==> src/monitor_sampling_scheduler_defines.svh <==
// Constants of the monitor sampling scheduler: offsets, fields, resets,
// and timing. Assumes inclusion by bare name from the design file.
`ifndef MONITOR_SAMPLING_SCHEDULER_DEFINES_SVH
`define MONITOR_SAMPLING_SCHEDULER_DEFINES_SVH

// Register indices; the APB byte address is four times the index.
`define MON_PERIOD_CFG_IDX   16'h0480
`define MON_RUN_CTRL_IDX     16'h0481
`define MON_PERIOD_CFG_ADDR  16'h1200
`define MON_RUN_CTRL_ADDR    16'h1204

// Field positions.
`define MON_PERIOD_MSB       3
`define MON_PERIOD_LSB       0
`define MON_PERIODIC_BIT     1
`define MON_START_BIT        0
`define MON_RSVD_MSB         15
`define MON_RSVD_LSB         2

// Reset values.
`define MON_PERIOD_RST       4'h2
`define MON_PERIODIC_RST     1'h1
`define MON_START_RST        1'h0
`define MON_RSVD_RST         14'h0028

// Timing: one period step in ms, clock rate in Hz.
`define MON_STEP_MS          16
`define MON_CLK_HZ           100000000

`endif

==> src/monitor_sampling_scheduler_pkg.sv <==
// Types of the monitor sampling scheduler.
// Assumes the defines header supplies every number.
`default_nettype none

package monitor_sampling_scheduler_pkg;

    typedef enum logic [2:0] {
        ST_IDLE   = 3'b001,
        ST_SAMPLE = 3'b010,
        ST_WAIT   = 3'b100
    } schedState_t;

    typedef struct packed {
        logic [13:0] reserved;
        logic        periodic;
        logic [3:0]  period;
    } monitorCfg_t;

endpackage

`default_nettype wire

==> src/monitor_sampling_scheduler.sv <==
// Scheduler that launches temperature and supply monitor runs, once or
// periodically, behind two registers on an APB slave.
// Assumes the sensor front end pulses measureDone on mclk after each run.
//
// Operation
// - Periodic mode uses period field bits 3:0; field resets to 0010.
// - Selectable sampling cycle spans 16 ms up to 240 ms.
// - Periodic bit at position 1, reset set, repeats monitor activations.
// - Periodic bit cleared gives one single monitoring run per trigger.
// - Writing one to start bit 0 launches a run; bit self-clears.
// - Periodic interval comes from bits 3:0 of register 0x480.
//
// Register map: every register is one aligned word with its data in the
// low 16 bits, and the bits above read as zero.
// The period register at index 0x480 holds the period code in bits 3:0;
// its other bits read as zero and ignore writes.
// The run register at index 0x481 holds the start bit in bit 0, the
// periodic-mode bit in bit 1 and plain storage in bits 15:2.
// The byte address of each register is four times its index.
// An unmapped address is refused with an error and reads as zero.
//
// Timing: the slave answers with no wait states. Read data and the error
// flag are captured at the end of the setup cycle and stand until the
// next setup, so they are valid throughout the access phase.
// A start write sets a pending flag at its access edge; the launch pulse
// follows at the next edge when the scheduler is free.
// A start written during a run stays pending and launches after done.
// In periodic mode the next launch comes period code times one step after
// the done of the previous run, so run time is not part of the interval.
// A period code of zero would never expire; it is treated as one step so
// the scheduler cannot lock up when software breaks the rule.
// Clearing periodic mode while a run is busy lets the run finish first.
// One step is STEP_CYCLES clocks; the default gives 16 ms at 100 MHz, and
// a bench may shorten it to keep runs brief.
`include "monitor_sampling_scheduler_defines.svh"
`default_nettype none

module monitor_sampling_scheduler
    import monitor_sampling_scheduler_pkg::*;
#(
    parameter int unsigned STEP_CYCLES =
        `MON_STEP_MS * (`MON_CLK_HZ / 1000)
) (
    input  wire logic        mclk,
    input  wire logic        rst_n,
    input  wire logic        psel,
    input  wire logic        penable,
    input  wire logic        pwrite,
    input  wire logic [15:0] paddr,
    input  wire logic [31:0] pwdata,
    output logic      [31:0] prdata,
    output logic             pready,
    output logic             pslverr,
    output logic             measureStart,
    input  wire logic        measureDone,
    output logic             monitorActive
);

    logic        rstSync1;
    logic        rstSync2;
    monitorCfg_t cfg;
    logic        startPending;
    schedState_t state;
    schedState_t next_state;
    logic [31:0] stepCount;
    logic [3:0]  stepsDone;

    // Reset is released through two flip-flops.
    always_ff @(posedge mclk or negedge rst_n) begin
        if (!rst_n) begin
            rstSync1 <= 1'b0;
            rstSync2 <= 1'b0;
        end else begin
            rstSync1 <= 1'b1;
            rstSync2 <= rstSync1;
        end
    end

    wire logic resetN = rstSync2;

    // APB decode. One wait-free access phase; read data is latched in setup.
    wire logic setupPhase = psel && !penable;
    wire logic accessPhase = psel && penable;
    wire logic hitPeriod = (paddr == `MON_PERIOD_CFG_ADDR);
    wire logic hitRun = (paddr == `MON_RUN_CTRL_ADDR);
    wire logic unmapped = !(hitPeriod || hitRun);
    wire logic wrPeriod = accessPhase && pwrite && hitPeriod;
    wire logic wrRun = accessPhase && pwrite && hitRun;
    wire logic startWrite = wrRun && pwdata[`MON_START_BIT];

    wire logic [31:0] periodWord = {28'h0000000, cfg.period};
    wire logic [31:0] runWord =
        {16'h0000, cfg.reserved, cfg.periodic, startPending};
    wire logic [31:0] readWord =
        hitPeriod ? periodWord : (hitRun ? runWord : 32'h00000000);

    assign pready = accessPhase;

    // Zero would never expire; it is treated as one step so the block
    // cannot lock up when software breaks the programming limit.
    wire logic [3:0] periodSteps =
        (cfg.period == 4'h0) ? 4'h1 : cfg.period;

    // One step is STEP_CYCLES clocks, 16 ms by default; a period is periodSteps whole steps.
    wire logic stepTick = (stepCount == 32'(STEP_CYCLES - 1));
    wire logic periodExpire =
        stepTick && (stepsDone == 4'(periodSteps - 4'h1));

    wire logic inWait = (state == ST_WAIT);
    wire logic inIdle = (state == ST_IDLE);
    wire logic inSample = (state == ST_SAMPLE);

    // A pending start is taken from idle in either mode. From the wait
    // state only periodic mode relaunches, on a new start or on expiry.
    wire logic idleLaunch = inIdle && startPending;
    wire logic waitTrigger = startPending || periodExpire;
    wire logic waitLaunch =
        inWait && cfg.periodic && waitTrigger;
    wire logic launch = idleLaunch || waitLaunch;

    // The end of a run decides between waiting and stopping. Clearing the
    // periodic bit mid-run lets the run finish and then drops to idle.
    wire logic runDone = inSample && measureDone;
    wire logic runToWait = runDone && cfg.periodic;
    wire logic runToIdle = runDone && !cfg.periodic;
    wire logic waitToIdle = inWait && !cfg.periodic;

    always_comb begin
        next_state = state;
        case (state)
            ST_IDLE: begin
                if (idleLaunch) begin
                    next_state = ST_SAMPLE;
                end
            end
            ST_SAMPLE: begin
                if (runToWait) begin
                    next_state = ST_WAIT;
                end else if (runToIdle) begin
                    // Single-run mode stops after each run.
                    next_state = ST_IDLE;
                end
            end
            ST_WAIT: begin
                if (waitLaunch) begin
                    next_state = ST_SAMPLE;
                end else if (waitToIdle) begin
                    next_state = ST_IDLE;
                end
            end
            default: begin
                next_state = ST_IDLE;
            end
        endcase
    end

    // Stored fields live in their own flops; cfg only bundles them.
    localparam logic [13:0] RSVD_RST = `MON_RSVD_RST;
    logic [3:0]  periodField;
    logic        periodicBit;
    logic [13:0] rsvdStore;

    assign cfg = {rsvdStore, periodicBit, periodField};

    // Next values of the stored fields. Only an access to a mapped
    // address changes them; a refused write leaves every field alone.
    wire logic [3:0] next_period =
        wrPeriod ? pwdata[`MON_PERIOD_MSB:`MON_PERIOD_LSB] : periodField;
    wire logic next_periodic =
        wrRun ? pwdata[`MON_PERIODIC_BIT] : periodicBit;
    wire logic [13:0] next_reserved =
        wrRun ? pwdata[`MON_RSVD_MSB:`MON_RSVD_LSB] : rsvdStore;

    // A start written in the cycle that consumes the old one stays set.
    wire logic next_startPending =
        startWrite ? 1'b1 : (launch ? 1'b0 : startPending);

    // Read data and error are captured in the setup cycle and stand
    // through the access phase until the next setup.
    wire logic [31:0] next_prdata = setupPhase ? readWord : prdata;
    wire logic next_pslverr = setupPhase ? unmapped : pslverr;

    // Interval is timed from the end of one run to the next launch; the
    // counters rest at zero outside the wait state.
    wire logic clearCount = !inWait || launch;
    wire logic [31:0] stepCountInc = stepCount + 32'h00000001;
    wire logic [3:0] stepsDoneInc = stepsDone + 4'h1;
    wire logic [31:0] next_stepCount =
        (clearCount || stepTick) ? 32'h00000000 : stepCountInc;
    wire logic [3:0] next_stepsDone =
        clearCount ? 4'h0 : (stepTick ? stepsDoneInc : stepsDone);

    // Launch pulse and activity flag are registered so they never glitch.
    wire logic next_measureStart = launch;
    wire logic next_monitorActive = (next_state == ST_SAMPLE);

    // Period code of the periodic mode.
    always_ff @(posedge mclk or negedge resetN) begin
        if (!resetN) begin
            periodField <= `MON_PERIOD_RST;
        end else begin
            periodField <= next_period;
        end
    end

    // Periodic-mode bit, set out of reset.
    always_ff @(posedge mclk or negedge resetN) begin
        if (!resetN) begin
            periodicBit <= `MON_PERIODIC_RST;
        end else begin
            periodicBit <= next_periodic;
        end
    end

    // Each storage bit of the run register has its own reset value.
    for (genvar i = 0; i < 14; i++) begin : g_rsvd
        always_ff @(posedge mclk or negedge resetN) begin
            if (!resetN) begin
                rsvdStore[i] <= RSVD_RST[i];
            end else begin
                rsvdStore[i] <= next_reserved[i];
            end
        end
    end

    // Pending start, read back as the start bit until it is consumed.
    always_ff @(posedge mclk or negedge resetN) begin
        if (!resetN) begin
            startPending <= `MON_START_RST;
        end else begin
            startPending <= next_startPending;
        end
    end

    // Read data register of the slave.
    always_ff @(posedge mclk or negedge resetN) begin
        if (!resetN) begin
            prdata <= 32'h00000000;
        end else begin
            prdata <= next_prdata;
        end
    end

    // Error flag of the slave.
    always_ff @(posedge mclk or negedge resetN) begin
        if (!resetN) begin
            pslverr <= 1'b0;
        end else begin
            pslverr <= next_pslverr;
        end
    end

    // Clock count within one step.
    always_ff @(posedge mclk or negedge resetN) begin
        if (!resetN) begin
            stepCount <= 32'h00000000;
        end else begin
            stepCount <= next_stepCount;
        end
    end

    // Whole steps counted since the last run ended.
    always_ff @(posedge mclk or negedge resetN) begin
        if (!resetN) begin
            stepsDone <= 4'h0;
        end else begin
            stepsDone <= next_stepsDone;
        end
    end

    // Scheduler state.
    always_ff @(posedge mclk or negedge resetN) begin
        if (!resetN) begin
            state <= ST_IDLE;
        end else begin
            state <= next_state;
        end
    end

    // One-cycle launch pulse towards the sensor front end.
    always_ff @(posedge mclk or negedge resetN) begin
        if (!resetN) begin
            measureStart <= 1'b0;
        end else begin
            measureStart <= next_measureStart;
        end
    end

    // High from the launch until the run reports done.
    always_ff @(posedge mclk or negedge resetN) begin
        if (!resetN) begin
            monitorActive <= 1'b0;
        end else begin
            monitorActive <= next_monitorActive;
        end
    end

endmodule // monitor_sampling_scheduler

`default_nettype wire

==> config.mk <==
export PLATFORM = sky130hd
export DESIGN_NAME = monitor_sampling_scheduler
export DESIGN_NICKNAME = d
export VERILOG_FILES = /design/src/monitor_sampling_scheduler_pkg.sv /design/src/monitor_sampling_scheduler.sv
export VERILOG_INCLUDE_DIRS = /design/src /design/src/src
export SDC_FILE = /design/constraint.sdc
export NUM_CORES = 1
export LEC_CHECK = 0
export BUFFER_PORTS_ARGS = -buffer_cell sky130_fd_sc_hd__buf_2
export CAP_MARGIN = 20
export CORE_MARGIN = 4
export CORE_UTILIZATION = 41
export CTS_BUF_LIST = sky130_fd_sc_hd__clkbuf_16
export CTS_CLUSTER_DIAMETER = 60
export DETAILED_ROUTE_END_ITERATION = 8
export GPL_TIMING_DRIVEN = 0
export SLEW_MARGIN = 10
export SYNTH_ARGS = -nofsm -noshare
export SYNTH_HDL_FRONTEND = slang
export SYNTH_SLANG_ARGS = --single-unit
==> constraint.sdc <==
create_clock -name mclk -period 2.8 [get_ports mclk]
set_input_delay 0.14 -clock mclk [delete_from_list [all_inputs] [get_ports mclk]]
set_output_delay 0.14 -clock mclk [all_outputs]
set_load 0.05 [all_outputs]
==> impl_metrics.ini <==
[run_status]
outcome = finished clean

[floorplan]
start_util = 0.418
ioPinCount = 90
die_w_um = 105
die_y_um = 105
dieArea_um2 = 11000
core_area_um2 = 9200
fp-row-count = 35

[placed_design]
hpwl_um = 5390
dp_cells = 541
place_ws_ns = 0.450
place_congestion = 0.815
io_buffers = 56
post_dp_cell_area_um2 = 4350

[cells_and_area]
final_area_um2 = 4640
fillers = 868
stdcell_count = 558
fin_nets = 499
drive_above_1_share = 0.271
syn2layout_area_growth_pct = 20.7
diodes = 0

[setup_path]
cp-startpoint = periodField[2]
worstSetupStartpointType = flip-flop
rr_endpoint = stepsDone[3]
worst-r2r-setup-slack_ns = 0.44
cp_max_fo = 6
crit_path_end = stepsDone[3]
worst_ep_arrival_time_ns = 2.58
reg2regPathDepth = 8
crit_required_ns = 3.03
r2r-start = periodField[2]
end_kind = flip-flop
criticalPathCategory = reg -> reg

[timing]
holdWs_ns = 0.0238
worst_slew_margin_rel = 0.550
tightest_slew_ns = 0.670
max_freq_ghz = 0.425
period_minus_slack_ns = 2.36
skew_ns = 0.00619
rsz0062_at_grt = false
report.final.slew_viol_count = 0
finalSetupTns_ns = 0
finalWorstSetupSlack_ns = 0.444
fin_crit_sh = 0.841
hold_viol_final = 0
setup_violations = 0

[synthesis]
synth-seq-cells = 80
synth_ff_type = dfrtp_1
ys_seq_area_frac = 0.523
synth_edf_count = 0
yosysWarnings = 0
syn_inst = 358
synth_area_um2 = 3840
ys_types = 44
async_flop_share = 1.00
syn_area_per_cell_um2 = 10.7

[clock_tree]
htreeDepth = 3
clkSlewWorstSetupHoldPaths_ns = 0.07
clock-root-buffer = clkbuf_16
clock-sinks = 80
clkLatencyLatePin_ns = 0.34
numCtsBuffers = 9
cts_setup_buffers = 0
cts.path.max_buffers = 2
cts_tree = yes

[hold_path]
hold_class = in -> reg

[global_routing]
grt_max_degree = 56
grt_pass1_vias = 2826
grt-ovfl-total = 0
grt_pass1_wl_um = 13500
antenna_found_initial = 0
groute.usage.overall = 0.152

[pwr]
power.leakage_nw = 2.12
peakVddDrop_v = 0.000304
pwr_density_cell_nw_per_um2 = 530

[routing]
ant_nets = 0
avgViaCountPerCell = 5.12
wl_um = 7630
vias = 2857
dr.pass1.iters = 4
drc = 0
drt-wirelength-per-cell_um = 13.7
drt_iter0_markers = 85

[job]
maxCapViolCount = 0
[power breakdown]
group / internal [mW] / switching, mW / total, mW
sequential: 1.17 / 0.0195 / 1.19
clock: 0.610 / 0.496 / 1.11
combinational: 0.0571 / 0.108 / 0.165
total: 1.84 / 0.624 / 2.46
[per-layer routing]
layer | track usage | wire length (um)
met5 | 0 | 0
met4 | 0.0675 | 176
met3 | 0.0358 | 288
met2 | 0.238 | 3610
met1 | 0.199 | 3560
[worst min-delay path by stage]
| stage | slack, ns | to | depth (start not counted) | startpoint |
|---|---|---|---|---|
| after CTS | 0.01 | periodField[3] | 3 | pwdata[3] |
| after global placement | -0.07 | rstSync1 | 1 | rst_n |
| after detailed placement | -0.07 | rstSync1 | 1 | rst_n |
| after global routing | 0.02 | cfg[18] | 2 | pwdata[15] |
| final | 0.02 | periodField[3] | 3 | pwdata[3] |
| after floorplan | -0.16 | resetN | 0 | rst_n |
[flip-flops by register name, indices dropped and copies added, names as in the netlist]
signal,flops
startPending,1
periodField,4
state,3
cfg,14
prdata,16
stepsDone,4
resetN,1
monitorActive,1
measureStart,1
rstSync1,1
pslverr,1
stepCount,32
periodicBit,1
[logic make-up (layout without fill, tap and decap cells)]
logic type,after synthesis,after routing,share of synthesized area
compound gates,35,35,0.0671
xor+xnor,34,34,0.0811
fa+ha+maj,3,3,0.00977
buf+inv,42,116,0.0668
flops,80,80,0.523
mux,23,23,0.0658
other cells,2,17,0.00196
simple gates,139,139,0.185
[worst max-delay path, stage by stage (launching register included)]
cell and delay [ns]:
dfrtp_1 0.43, nor3_1 0.21, nor2_1 0.07, ha_1 0.32, xnor2_1 0.13, a221o_1 0.26
nor4_1 0.38, a31oi_1 0.24, and2_1 0.19
[what timing repair did]
action | in CTS | in global routing
hold buffers | 1 | 0
gates resized for setup | 0 | 0
endpoints found under the hold margin | 2 | 0
endpoints found under the setup margin | 0 | 0
[cells in the mapped netlist (all sizes together), types with 2 or more instances]
master	instances	area, um2
nor4	15	100
nand3	16	80.1
a31oi	2	12.5
and3	6	37.5
nor3	11	55.1
buf	25	193
xor2	8	70.1
clkbuf	6	22.5
inv	11	41.3
or2	2	12.5
o31ai	5	37.5
dfstp	5	131
and4	5	43.8
xnor2	25	219
o21ai	6	30.0
conb	2	7.51
nand4	4	25.0
dfrtp	75	1880
mux2i	5	50.1
a211oi	2	15.0
mux2	18	203
a21oi	3	15.0
nand2	21	78.8
nor2	41	154
nor4b	3	26.3
ha	3	37.5
nand2b	4	25.0
and2	5	31.3
nor2b	2	12.5
or3	2	12.5
a22o	12	105
[area by class of cell]
| type | count | area (um2) | area share |
|---|---|---|---|
| timing repair buffer | 58 | 318 | 0.0685 |
| inverter | 11 | 41.3 | 0.00890 |
| clock inverter | 7 | 55.1 | 0.0119 |
| buffer | 31 | 215 | 0.0464 |
| clock buffer | 9 | 225 | 0.0486 |
| multi-input combinational | 251 | 1630 | 0.352 |
| sequential | 80 | 2010 | 0.434 |
| tap | 111 | 139 | 0.0299 |
[metrics by stage]
stage / utilization / total power, mW
floorplan: - / 1.32
global placement: 0.469 / 1.37
detailed placement: 0.473 / 1.38
CTS: 0.504 / 2.50
global route: 0.504 / 2.57
finish: 0.504 / 2.46
[cell usage in the layout (no fill, tap or decap), drive strengths merged, types with 2 or more instances in the layout]
master    synthesis  final
buf              25     82
dfrtp            75     75
nor2             41     41
xnor2            25     25
nand2            21     21
mux2             18     18
conb              2     17
nand3            16     16
nor4             15     15
clkbuf            6     15
inv              11     14
a22o             12     12
nor3             11     11
xor2              8      8
o21ai             6      6
and3              6      6
o31ai             5      5
and4              5      5
and2              5      5
mux2i             5      5
dfstp             5      5
nand2b            4      4
nand4             4      4
nor4b             3      3
a21oi             3      3
ha                3      3
clkinvlp          0      3
nor2b             2      2
a211oi            2      2
a31oi             2      2
or3               2      2
or2               2      2
Note: power is estimated with default switching activity, not from simulation.
